### config.mk
export PLATFORM = sky130hd
export DESIGN_NAME = crcg_top
export DESIGN_NICKNAME = d
export VERILOG_FILES = /design/src/crcg_pkg.sv /design/src/crcg_fifo.sv /design/src/crcg_top.sv
export SDC_FILE = /design/constraint.sdc
export NUM_CORES = 1
export LEC_CHECK = 0
export BUFFER_PORTS_ARGS = -buffer_cell sky130_fd_sc_hd__buf_2
export CORE_MARGIN = 8
export CORE_UTILIZATION = 50
export CTS_BUF_LIST = sky130_fd_sc_hd__clkbuf_4 sky130_fd_sc_hd__clkbuf_8 sky130_fd_sc_hd__clkbuf_16
export DETAILED_ROUTE_END_ITERATION = 16
export MAX_ROUTING_LAYER = met4
export PLACE_DENSITY = 0.67
export SLEW_MARGIN = 0
export SYNTH_ARGS = -nofsm -noshare
export SYNTH_HDL_FRONTEND = slang
export SYNTH_SLANG_ARGS = --single-unit
### constraint.sdc
create_clock -name clk_sys -period 8.1 [get_ports clk_sys]
set_clock_uncertainty 0.15 [all_clocks]
set_input_delay 0 -clock clk_sys [delete_from_list [all_inputs] [get_ports clk_sys]]
set_output_delay 0 -clock clk_sys [all_outputs]
set_load 0.1 [all_outputs]
### src/crcg_pkg.sv
// Purpose: shared constants and types for the crc16 generator
// Assumes: avalon-mm slave with 32-bit data, one word per register
// Notes: offsets below are register indices; byte address is four times the index
package crcg_pkg;

  // register indices and bus widths
  localparam logic [1:0] CRCG_IDX_HIGH = 2'h0; // result_high_byte index
  localparam logic [1:0] CRCG_IDX_LOW = 2'h1; // result_low_byte index
  localparam logic [1:0] CRCG_IDX_MODE = 2'h2; // power mode control index
  localparam logic [1:0] CRCG_IDX_STAT = 2'h3; // status index
  localparam int CRCG_ADDR_W = 4; // byte address width
  localparam int CRCG_DATA_W = 32; // bus data width

  // generator constants
  localparam logic [15:0] CRCG_POLY = 16'h1021; // x^16+x^12+x^5+1
  localparam logic [15:0] CRCG_RESET_VAL = 16'h0000; // shift register reset value
  localparam int CRCG_FIFO_DEPTH = 16; // data byte fifo depth
  localparam int CRCG_FIFO_W = 8; // data byte width

  // mode register field layout
  localparam int CRCG_MODE_LSB = 0; // mode field lsb
  localparam logic [1:0] CRCG_MODE_RUN = 2'h0; // run or wait
  localparam logic [1:0] CRCG_MODE_STOP3 = 2'h1; // light standby, state held
  localparam logic [1:0] CRCG_MODE_STOP12 = 2'h2; // deep stop, state lost

  // status register field positions
  localparam int CRCG_ST_ARMED = 0; // seed high written, low pending
  localparam int CRCG_ST_BUSY = 1; // data bytes queued or shifting
  localparam int CRCG_ST_FULL = 2; // fifo full

  // engine states
  typedef enum logic [2:0] {
    CRCG_IDLE = 3'b001, // nothing to shift
    CRCG_SHIFT = 3'b010, // shifting one byte
    CRCG_HOLD = 3'b100 // frozen in light standby
  } crcg_state_t;

  // avalon request bundle
  typedef struct packed {
    logic [CRCG_ADDR_W-1:0] address;
    logic read;
    logic write;
    logic [CRCG_DATA_W-1:0] writedata;
  } crcg_req_t;

  // full state of the main module
  typedef struct packed {
    crcg_state_t st;
    logic [15:0] shreg;
    logic [7:0] byte_sh;
    logic [2:0] bit_cnt;
    logic armed;
    logic [1:0] mode;
    logic deep_seen;
    logic rvalid;
    logic [CRCG_DATA_W-1:0] rdata;
  } crcg_main_t;

  // full state of the fifo
  typedef struct packed {
    logic [CRCG_FIFO_DEPTH-1:0][CRCG_FIFO_W-1:0] mem;
    logic [3:0] wptr;
    logic [3:0] rptr;
    logic [4:0] count;
  } crcg_fifo_t;

endpackage

### src/crcg_fifo.sv
// Purpose: byte fifo between the bus writes and the shift engine
// Assumes: single clock, synchronous reset
// Notes: depth is a power of two; count gives honest full and empty
`timescale 1ns/1ps
`default_nettype none
module crcg_fifo #(
  parameter int WIDTH = 8,
  parameter int DEPTH = 16
) (
  input wire logic clk_sys,
  input wire logic srst,
  input wire logic in_valid,
  output logic in_ready,
  input wire logic [WIDTH-1:0] in_data,
  output logic out_valid,
  input wire logic out_ready,
  output logic [WIDTH-1:0] out_data,
  output logic full
);
  localparam int AW = $clog2(DEPTH); // pointer width
  logic [DEPTH-1:0][WIDTH-1:0] mem_r; // storage
  logic [AW-1:0] wptr_r; // write index
  logic [AW-1:0] rptr_r; // read index
  logic [AW:0] cnt_r; // occupancy
  logic push; // accepted write
  logic pop; // accepted read

  // handshakes from occupancy
  assign full = (cnt_r == (AW+1)'(DEPTH));
  assign in_ready = !full;
  assign out_valid = (cnt_r != '0);
  assign out_data = mem_r[rptr_r];
  assign push = in_valid && in_ready;
  assign pop = out_valid && out_ready;

  // pointers, count and storage
  always_ff @(posedge clk_sys) begin
    if (srst) begin
      wptr_r <= '0;
      rptr_r <= '0;
      cnt_r <= '0;
    end else begin
      if (push) begin
        mem_r[wptr_r] <= in_data;
        wptr_r <= wptr_r + 1'b1;
      end
      if (pop) begin
        rptr_r <= rptr_r + 1'b1;
      end
      cnt_r <= cnt_r + (AW+1)'(push) - (AW+1)'(pop);
    end
  end

  // never pops an empty or pushes a full fifo
  a_fifo_bounds: assert property (@(posedge clk_sys) disable iff (srst)
    cnt_r <= (AW+1)'(DEPTH)) else $error("fifo count over depth");
endmodule
`default_nettype wire

### src/crcg_top.sv
// Purpose: crc16 generator with seed and data byte registers on avalon-mm
// Assumes: 20 MHz clk_sys, srst synchronous active high
// Notes: data bytes queue in a fifo; waitrequest stalls data writes when it is full
`timescale 1ns/1ps
`default_nettype none
module crcg_top (
  input wire logic clk_sys,
  input wire logic srst,
  input wire logic [3:0] avs_address,
  input wire logic avs_read,
  input wire logic avs_write,
  input wire logic [31:0] avs_writedata,
  input wire logic [3:0] avs_byteenable,
  output logic [31:0] avs_readdata,
  output logic avs_waitrequest
);
  crcg_pkg::crcg_main_t s_r; // registered state
  crcg_pkg::crcg_main_t s_nxt; // next state
  crcg_pkg::crcg_req_t req; // bundled request
  logic [1:0] idx; // register index
  logic fifo_in_valid; // data byte push
  logic fifo_in_ready; // fifo can take a byte
  logic fifo_out_valid; // byte waiting
  logic fifo_out_ready; // engine takes byte
  logic [7:0] fifo_out_data; // byte to shift
  logic fifo_full; // fifo full flag
  logic data_wr; // low write treated as data
  logic engine_busy; // shifting or queued
  logic deep_rst; // fifo reset, driven by srst alone

  // one bit step of the generator
  function automatic logic [15:0] crcg_step(input logic [15:0] crc, input logic din);
    logic fb;
    fb = crc[15] ^ din;
    crcg_step = {crc[14:0], 1'b0} ^ (fb ? crcg_pkg::CRCG_POLY : 16'h0000);
  endfunction

  // read mux of the register file
  function automatic logic [31:0] crcg_rd(input logic [1:0] i, input crcg_pkg::crcg_main_t s,
                                          input logic busy, input logic full);
    case (i)
      crcg_pkg::CRCG_IDX_HIGH: crcg_rd = {24'h000000, s.shreg[15:8]};
      crcg_pkg::CRCG_IDX_LOW: crcg_rd = {24'h000000, s.shreg[7:0]};
      crcg_pkg::CRCG_IDX_MODE: crcg_rd = {30'h00000000, s.mode};
      crcg_pkg::CRCG_IDX_STAT: crcg_rd = {29'h00000000, full, busy, s.armed};
      default: crcg_rd = 32'h00000000;
    endcase
  endfunction

  // request bundle and index
  assign req = '{address: avs_address, read: avs_read, write: avs_write, writedata: avs_writedata};
  assign idx = req.address[3:2];
  assign engine_busy = fifo_out_valid || (s_r.st != crcg_pkg::CRCG_IDLE);
  assign deep_rst = srst;
  assign data_wr = req.write && avs_byteenable[0] && idx == crcg_pkg::CRCG_IDX_LOW && !s_r.armed
                   && !s_r.deep_seen && s_r.mode != crcg_pkg::CRCG_MODE_STOP12;
  assign fifo_in_valid = data_wr && !s_r.rvalid;
  // engine pulls a byte only when idle and running
  assign fifo_out_ready = s_r.st == crcg_pkg::CRCG_IDLE && s_r.mode == crcg_pkg::CRCG_MODE_RUN;

  // waitrequest: reads wait one cycle, data writes wait for fifo room,
  // seed writes in run mode wait until queued data has been shifted
  always_comb begin
    avs_waitrequest = 1'b0;
    if (req.read) begin
      avs_waitrequest = !s_r.rvalid;
    end else if (data_wr) begin
      avs_waitrequest = !fifo_in_ready;
    end else if (req.write && (idx == crcg_pkg::CRCG_IDX_HIGH || idx == crcg_pkg::CRCG_IDX_LOW)) begin
      avs_waitrequest = engine_busy && s_r.mode == crcg_pkg::CRCG_MODE_RUN;
    end
  end
  assign avs_readdata = s_r.rdata;

  crcg_fifo #(
    .WIDTH(crcg_pkg::CRCG_FIFO_W),
    .DEPTH(crcg_pkg::CRCG_FIFO_DEPTH)
  ) u_fifo (
    .clk_sys(clk_sys),
    .srst(deep_rst),
    .in_valid(fifo_in_valid && !avs_waitrequest),
    .in_ready(fifo_in_ready),
    .in_data(req.writedata[7:0]),
    .out_valid(fifo_out_valid),
    .out_ready(fifo_out_ready),
    .out_data(fifo_out_data),
    .full(fifo_full)
  );

  // next state of the block
  always_comb begin
    s_nxt = s_r;
    s_nxt.rvalid = 1'b0;
    // read data captured one cycle after request
    if (req.read && !s_r.rvalid) begin
      s_nxt.rdata = crcg_rd(idx, s_r, engine_busy, fifo_full);
      s_nxt.rvalid = 1'b1;
    end
    // mode register write
    if (req.write && !avs_waitrequest && idx == crcg_pkg::CRCG_IDX_MODE && avs_byteenable[0]) begin
      s_nxt.mode = req.writedata[crcg_pkg::CRCG_MODE_LSB +: 2];
      if (req.writedata[crcg_pkg::CRCG_MODE_LSB +: 2] == crcg_pkg::CRCG_MODE_STOP12) begin
        s_nxt.deep_seen = 1'b1;
      end
    end
    // leaving deep stop returns to reset state
    if (s_r.deep_seen && s_r.mode != crcg_pkg::CRCG_MODE_STOP12) begin
      s_nxt = '0;
      s_nxt.st = crcg_pkg::CRCG_IDLE;
      s_nxt.shreg = crcg_pkg::CRCG_RESET_VAL;
      s_nxt.mode = s_r.mode;
    end else if (s_r.mode != crcg_pkg::CRCG_MODE_STOP12) begin
      if (req.write && !avs_waitrequest && avs_byteenable[0]) begin
        if (idx == crcg_pkg::CRCG_IDX_HIGH) begin
          s_nxt.shreg[15:8] = req.writedata[7:0];
          s_nxt.armed = 1'b1;
        end else if (idx == crcg_pkg::CRCG_IDX_LOW && s_r.armed) begin
          // low seed byte into bits 7-0
          s_nxt.shreg[7:0] = req.writedata[7:0];
          s_nxt.armed = 1'b0;
        end
      end
      // shift engine
      case (s_r.st)
        crcg_pkg::CRCG_IDLE: begin
          if (fifo_out_valid && fifo_out_ready) begin
            s_nxt.byte_sh = fifo_out_data;
            s_nxt.bit_cnt = 3'h0;
            s_nxt.st = crcg_pkg::CRCG_SHIFT;
          end
        end
        crcg_pkg::CRCG_SHIFT: begin
          if (s_r.mode == crcg_pkg::CRCG_MODE_STOP3) begin
            s_nxt.st = crcg_pkg::CRCG_HOLD;
          end else begin
            // one bit per clock, msb first
            s_nxt.shreg = crcg_step(s_r.shreg, s_r.byte_sh[7]);
            s_nxt.byte_sh = {s_r.byte_sh[6:0], 1'b0};
            s_nxt.bit_cnt = s_r.bit_cnt + 3'h1;
            if (s_r.bit_cnt == 3'h7) begin
              s_nxt.st = crcg_pkg::CRCG_IDLE;
            end
          end
        end
        crcg_pkg::CRCG_HOLD: begin
          if (s_r.mode == crcg_pkg::CRCG_MODE_RUN) begin
            s_nxt.st = crcg_pkg::CRCG_SHIFT;
          end
        end
        default: s_nxt.st = crcg_pkg::CRCG_IDLE;
      endcase
    end
  end

  // state register
  always_ff @(posedge clk_sys) begin
    if (srst) begin
      s_r <= '0;
      s_r.st <= crcg_pkg::CRCG_IDLE;
      s_r.shreg <= crcg_pkg::CRCG_RESET_VAL;
    end else begin
      s_r <= s_nxt;
    end
  end

  // assertions
  a_step_poly: assert property (@(posedge clk_sys) disable iff (srst)
    (s_r.st == crcg_pkg::CRCG_SHIFT && s_r.mode == crcg_pkg::CRCG_MODE_RUN && !(s_r.deep_seen))
    |=> s_r.shreg == crcg_step($past(s_r.shreg), $past(s_r.byte_sh[7])))
    else $error("shift step wrong");
  a_seed_high: assert property (@(posedge clk_sys) disable iff (srst)
    (req.write && !avs_waitrequest && avs_byteenable[0] && idx == crcg_pkg::CRCG_IDX_HIGH
     && s_r.mode == crcg_pkg::CRCG_MODE_RUN && !s_r.deep_seen)
    |=> s_r.shreg[15:8] == $past(req.writedata[7:0]) && s_r.armed) else $error("seed high not loaded");
  a_seed_low: assert property (@(posedge clk_sys) disable iff (srst)
    (req.write && !avs_waitrequest && avs_byteenable[0] && idx == crcg_pkg::CRCG_IDX_LOW && s_r.armed
     && s_r.mode == crcg_pkg::CRCG_MODE_RUN && !s_r.deep_seen)
    |=> s_r.shreg[7:0] == $past(req.writedata[7:0]) && !s_r.armed) else $error("seed low not loaded");
  a_read_live: assert property (@(posedge clk_sys) disable iff (srst)
    (req.read && !s_r.rvalid && idx == crcg_pkg::CRCG_IDX_LOW)
    |=> s_r.rvalid && avs_readdata[7:0] == $past(s_r.shreg[7:0])) else $error("read not live");
  // a standby entered mid byte stretches the byte, so that attempt is dropped
  a_byte_time: assert property (@(posedge clk_sys)
    disable iff (srst || s_r.mode != crcg_pkg::CRCG_MODE_RUN)
    (s_r.st == crcg_pkg::CRCG_IDLE && fifo_out_valid && fifo_out_ready && !s_r.deep_seen)
    |=> (s_r.st == crcg_pkg::CRCG_SHIFT)[*8] ##1 s_r.st == crcg_pkg::CRCG_IDLE)
    else $error("byte not shifted in 8");
  a_stop3_hold: assert property (@(posedge clk_sys) disable iff (srst)
    (s_r.st == crcg_pkg::CRCG_HOLD && s_r.mode == crcg_pkg::CRCG_MODE_STOP3)
    |=> $stable(s_r.shreg)) else $error("shreg moved in standby");
  a_deep_reset: assert property (@(posedge clk_sys) disable iff (srst)
    (s_r.deep_seen && s_r.mode != crcg_pkg::CRCG_MODE_STOP12)
    |=> s_r.shreg == crcg_pkg::CRCG_RESET_VAL && !s_r.armed) else $error("no reset after deep stop");
  a_no_invert: assert property (@(posedge clk_sys) disable iff (srst)
    (s_r.st == crcg_pkg::CRCG_SHIFT && s_r.mode == crcg_pkg::CRCG_MODE_RUN && s_r.shreg == 16'h0000
     && !s_r.byte_sh[7] && !s_r.deep_seen) |=> s_r.shreg == 16'h0000) else $error("result inverted");
  a_split_high: assert property (@(posedge clk_sys) disable iff (srst)
    (req.read && !s_r.rvalid && idx == crcg_pkg::CRCG_IDX_HIGH)
    |=> avs_readdata == {24'h000000, $past(s_r.shreg[15:8])}) else $error("high byte wrong");
  a_wait_runs: assert property (@(posedge clk_sys) disable iff (srst)
    (s_r.st == crcg_pkg::CRCG_HOLD && s_r.mode == crcg_pkg::CRCG_MODE_RUN && !s_r.deep_seen)
    |=> s_r.st == crcg_pkg::CRCG_SHIFT) else $error("no resume");

  c_seed: cover property (@(posedge clk_sys) s_r.armed ##[1:20] !s_r.armed);
  c_byte: cover property (@(posedge clk_sys) s_r.st == crcg_pkg::CRCG_SHIFT ##8 s_r.st == crcg_pkg::CRCG_IDLE);
  c_full: cover property (@(posedge clk_sys) fifo_full && avs_waitrequest);
  c_hold: cover property (@(posedge clk_sys) s_r.st == crcg_pkg::CRCG_HOLD);
endmodule
`default_nettype wire

==> qor.csv, run 1 <==
stage,metric,value,unit
timing,tightest_slew,1080,ps
clock_network,cts_inserted_buffers,17,
worst_hold_path,holdCritPathClass,reg -> reg,
routing,vias,5310,
routing,wire_per_inst,21.1,µm
routing,ant_nets,0,
place,place_area,0.00851,mm²
timing,relSlewSlack,28.0,%
final_layout,layout.area.seq,0.00497,mm²
clock_network,clk_latency,420,ps
routing,viasPerCell,6.05,
yosys,ys_top_cells_by_area,"edfxtp_1 46%, dfxtp_1 13%, mux4_2 8.9%",
outcome,status,finished clean,
clock_network,cts_tree,done,
clock_network,clk_pin_slew,60,ps
critical_path,critPathRequiredTime,7990,ps
place,dp_hpwl,12000,µm
pwr,vdd_drop_max,0.163,mV
critical_path,crit_type,reg -> reg,
critical_path,crit_arrival,3630,ps
place,place.gp.congestion,0.888,
final_layout,area_growth,9.94,%
final_layout,final_util,55.9,%
clock_network,cts-root-buf,clkbuf_16,
critical_path,cp_max_fo,14,
final_layout,nFillCells,1369,
timing,final.period_utilization,46.1,%
yosys,synth.most_common_cell,edfxtp_1,
yosys,synthDistinctLibCells,60,
yosys,yosysWarnings,0,
global_route,grt_first_pass_wirelength,29100,µm
yosys,yosys-top-cells-count,"128 x edfxtp_1, 56 x dfxtp_1, 54 x nor2_1",
clock_network,ctsLongestPathBuffers,2,
place,portBuffers,23,
floorplan,fp.coreArea,0.0165,mm²
timing,setup_viol,0,
final_layout,multi_input_area,0.00307,mm²
run,cap_violations,0,
yosys,synth-seq-area-share,59.1,%
timing,period_minus_slack,3740,ps
clock_network,cts_sinks,184,
place,dp_cells,830,
critical_path,worstSetupEndpointType,flip-flop,
yosys,syn_area_per_cell,13.4,µm²
global_route,grt_overflow,0,
global_route,grt_pass1_vias,5221,
yosys,synthFlopType,edfxtp_1,
clock_network,cts_setup_buffers,0,
pwr,power_leakage,3.11,nW
floorplan,num_rows,47,
timing,tns,0,ps
yosys,syn_inst,628,
final_layout,fin_cells,878,
floorplan,die_w,146,µm
timing,rsz0062_at_grt,false,
pwr,power.density,273,mW/mm²
routing,drc_errors,0,
final_layout,drive_gt1_share,17.0,%
floorplan,die-area,0.0212,mm²
yosys,synth_edf_count,128,
routing,wl,18500,µm
final_layout,stdcell_area,0.00923,mm²
routing,firstDrtPassIters,5,
yosys,syn-cell-area,0.00840,mm²
yosys,synth_top_area_cell,edfxtp_1,
yosys,netlist.area_leader.share,45.8,%
clock_network,post_cts_resized,0,
timing,clock.fmax,268,MHz
floorplan,start_util,50.8,%
global_route,antenna_found_initial,0,
floorplan,dieHeight,146,µm
routing,drt_iter0_markers,557,
yosys,ys_ff_latch,184,
clock_network,cts_max_level,4,
critical_path,cp-start-kind,flip-flop,
timing,finalHoldViolCount,0,
final_layout,layout.nets,702,
global_route,track_usage,18.2,%
floorplan,io_pins,77,
yosys,async_flop_share,0,%
global_route,grt_max_degree,36,
timing,drv_slew,0,
-- layer usage --
metal	GRT usage, %	vias up	wire length [µm]
met5	-	-	0
met1	22.5	2686	8070
met2	29.6	181	9180
li1	-	2411	-
met4	7.08	0	410
met3	3.11	32	866
-- sequential cells by signal (all words and copies together), names as in the netlist --
signal and count:
s_r 35, u_fifo.mem_r 128, u_fifo.cnt_r 5, u_fifo.rptr_r 4
u_fifo.wptr_r 4, avs_readdata 8
-- worst paths after layout --
check | cells past startpoint | from | end | slack [ps]
worst min-delay path | 2 | avs_readdata[0] | avs_readdata[0] | 310
worst max register to register | 6 | s_r[34] | u_fifo.mem_r[122] | 4360
worst min register to register | 2 | avs_readdata[0] | avs_readdata[0] | 310
worst max-delay path | 6 | s_r[34] | u_fifo.mem_r[122] | 4360
-- what timing repair did --
item                                    4_1_cts  5_1_grt
hold endpoints to repair                    151        0
hold buffers                                 15        0
endpoints found under the setup margin        0        0
-- cells in the final DEF, fill, tap and decap left out, types with 13 or more instances in the layout --
cell,Yosys,routed
dlygate4sd3_1,0,15
ha_1,13,13
dfxtp_1,56,55
a22oi_1,15,15
nor2_1,54,54
clkbuf_16,0,18
edfxtp_1,128,128
nand2_1,19,19
mux4_2,33,33
conb_1,1,24
a21oi_1,25,25
nand3_1,19,19
buf_2,4,23
-- logic make-up (layout without fill, tap and decap cells) --
group	after synthesis	count (layout)	share of synthesized area [%]
muxes	53	53	11.6
adders and majority gates	14	14	2.18
and+or+nand+nor	178	178	11.7
other	1	25	0.0447
xor gates and xnor gates	10	10	1.04
AOI/OAI and AO/OA	107	107	9.05
buffers and inverters	81	87	5.29
DFF	184	184	59.1
-- per-stage QoR --
stage               power, mW  hold slack (ps)  setup WS (ps)
global route             2.63              331           4180
floorplan                1.60            -51.1           5170
detailed placement       1.75              300           4350
CTS                      2.53              309           4360
finish                   2.52              309           4360
global placement         1.72              288           4430
-- power breakdown --
| group | switching (mW) | internal (mW) | total, mW |
|---|---|---|---|
| combinational | 0.394 | 0.255 | 0.650 |
| clock | 0.344 | 0.439 | 0.783 |
| sequential | 0.0359 | 1.05 | 1.08 |
-- critical path, cell delays in order (launching register included) --
cell and delay, ps:
dfxtp_1 510, nor2b_1 310, or4_4 540, or4_1 650
inv_1 260, nand3_1 180, nor2_1 750
-- area by class of cell --
cell class	instances	share of cell area, %
sequential	184	53.8
clock inverter	9	0.705
multi-input combinational	386	33.3
antenna	1	0.0271
timing repair buffer	43	3.28
inverter	12	0.488
tap	220	2.98
clock buffer	23	5.42
Note: power is estimated with default switching activity, not from simulation.
==> run 2: changes to the inputs <==
==> constraint.sdc (replaced) <==
create_clock -name clk_sys -period 3.6 [get_ports clk_sys]
set_clock_uncertainty 0.15 [all_clocks]
set_input_delay 0 -clock clk_sys [delete_from_list [all_inputs] [get_ports clk_sys]]
set_output_delay 0 -clock clk_sys [all_outputs]
set_load 0.1 [all_outputs]
==> run 2 against run 1 <==
Effect of this change: hold slack worse by 5.5 ps; critical path depth increased by 3; sequential share of layout area shrank 1.1 points; design area is 2.1% higher; wire length grew 1.2%; sequential power up 130%; total power rose by 130%; count of clock-buffer cells in the layout shrank 6; register-to-register slack lost 4100 ps; critical path type is now in -> reg.
==> qor.csv, run 2 (same netlist as run 1, synthesis figures left out) <==
stage,metric,value,unit,change
final_layout,area_growth,12.2,%,
final_layout,drive_gt1_share,19.6,%,+2.5 points
pwr,power.density,606,mW/mm²,+120%
pwr,netSwitchingPower,1.83,mW,+140%
timing,hold_slack,303,ps,-5.50 ps
outcome,status,finished clean,,
pwr,power_leakage,3.23,nW,+4.1%
floorplan,start_util,50.8,%,unchanged
final_layout,final_cell_mix,"128 x edfxtp_1, 55 x dfxtp_1, 54 x nor2_1",,
floorplan,dieHeight,146,µm,unchanged
pwr,pwr-share-clk,31.5,%,+0.4 points
clock_network,cts-root-buf,clkbuf_16,,
critical_path,crit_type,in -> reg,,
clock_network,post_cts_resized,0,,unchanged
global_route,grt_first_pass_wirelength,29500,µm,+1.3%
timing,setup_viol,0,,unchanged
clock_network,cts_sinks,184,,unchanged
clock_network,clk_pin_slew,70,ps,about the same
routing,drt_iter0_markers,506,,-9.2%
worst_hold_path,holdCritPathClass,reg -> reg,,
pwr,swShare,32.1,%,+1.3 points
final_layout,layout.nets,724,,+3.1%
global_route,antenna_found_initial,0,,unchanged
routing,wl_met1,8070,µm,about the same
clock_network,cts_max_level,4,,unchanged
pwr,vdd_drop_max,0.444,mV,+170%
floorplan,num_rows,47,,unchanged
floorplan,io_pins,77,,unchanged
critical_path,regToRegSetupSlack,250,ps,-4110 ps
place,dp_hpwl,12200,µm,+2.1%
clock_network,ctsLongestPathBuffers,2,,unchanged
routing,drc_errors,0,,unchanged
clock_network,cts_setup_buffers,0,,unchanged
final_layout,largest_reg_flops,128,,unchanged
place,place.gp.congestion,0.882,,-0.69%
final_layout,antenna_cells,0,,-1
final_layout,final_common_cell,edfxtp_1,,
floorplan,die_w,146,µm,unchanged
global_route,grt_max_degree,36,,unchanged
global_route,track_usage,18.4,%,+0.19 points
global_route,grt_overflow,0,,unchanged
critical_path,crit_arrival,3370,ps,-260 ps
routing,viasPerCell,5.96,,-1.5%
place,portBuffers,23,,unchanged
run,cap_violations,0,,unchanged
critical_path,cp_max_fo,14,,unchanged
timing,tns,0,ps,unchanged
final_layout,fin_cells,899,,+2.4%
timing,final.period_utilization,93.6,%,
timing,drv_slew,0,,unchanged
clock_network,cts_tree,done,,
place,dp_cells,850,,+2.4%
critical_path,critPathRequiredTime,3600,ps,-4390 ps
routing,wl,18700,µm,+1.2%
floorplan,fp.coreArea,0.0165,mm²,unchanged
timing,tightest_slew,915,ps,-164 ps
floorplan,die-area,0.0212,mm²,unchanged
critical_path,worstSetupEndpointType,flip-flop,,
pwr,comb_power_share,25.7,%,about the same
routing,top_layer,met4,,
routing,wl_met2,9270,µm,+0.97%
timing,relSlewSlack,38.6,%,+11 points
pwr,power.total,5.71,mW,+130%
timing,rsz0062_at_grt,false,,
critical_path,cp-start-kind,primary input,,
routing,vias,5354,,+0.83%
routing,firstDrtPassIters,5,,unchanged
timing,finalHoldViolCount,0,,unchanged
routing,ant_nets,0,,unchanged
pwr,seqPwrFrac,42.8,%,-0.3 points
routing,wire_per_inst,20.9,µm,-1.2%
pwr,p_int,3.88,mW,+120%
routing,wl_met3,1020,µm,+18%
clock_network,clk_latency,440,ps,+20 ps
timing,period_minus_slack,3370,ps,
final_layout,top_register,u_fifo.mem_r,,
clock_network,cts_inserted_buffers,17,,unchanged
timing,clock.fmax,297,MHz,
global_route,grt_pass1_vias,5384,,+3.1%
## run 2: cell count changes in the layout (fill, tap and decap cells not counted)
cell / before / now
buf_4: 5 / 24
clkbuf_16: 18 / 17
diode_2: 1 / 0
dlygate4sd3_1: 15 / 17
clkbuf_8: 2 / 0
inv_4: 1 / 0
buf_12: 0 / 1
clkinv_1: 1 / 0
inv_8: 0 / 7
clkbuf_4: 3 / 0
clkinv_8: 0 / 1
## run 2: metal layers
metal  up-vias  GRT usage, %
li1       2449             -
met1      2676          22.7
met2       198          29.7
met3        31          3.45
met4         0          7.08
met5         -             -
## run 2: layout make-up
type / instances / area (µm²)
well taps: 220 / 275
multi-input cells: 386 / 3070
flip-flops and latches: 184 / 4970
clock buffers: 17 / 425
clock inverters: 15 / 150
inverters: 12 / 45.0
repair buffers: 65 / 485
fillers: 1310 / 7100
## run 2: power by group through the flow
stage	sequential [mW]	clock (mW)	combinational, mW
detailed placement	2.48	0	1.45
finish	2.44	1.80	1.47
global placement	2.48	0	1.41
global route	2.45	1.91	1.60
floorplan	2.45	0	1.15
CTS	2.44	1.83	1.47
## run 2: repair_timing
action / 4_1_cts / 5_1_grt
hold endpoints to repair: 150 / 0
endpoints found under the setup margin: 0 / 0
hold buffers: 17 / 0
## run 2: stage by stage
stage | util (%) | area [µm²] | setup slack [ps]
after floorplan | - | 8480 | 674
after global placement | 52.5 | 8670 | 433
after detailed placement | 52.5 | 8670 | 398
after CTS | 57.0 | 9420 | 328
after global routing | 57.0 | 9420 | 112
final | 57.0 | 9420 | 231
## run 2: final timing paths
kind	start	to	cells after the start
max reg2reg	s_r[34]	u_fifo.mem_r[52]	7
max	avs_address[2]	u_fifo.mem_r[52]	9
min reg2reg	avs_readdata[1]	avs_readdata[1]	2
min	avs_readdata[1]	avs_readdata[1]	2
## run 2: critical path, cell delays in order
cell,delay (ps)
dlygate4sd3_1,530
buf_2,330
nand4b_4,130
or4_4,550
or4_1,640
inv_1,240
nand3b_1,180
nor2_1,510
buf_4,240
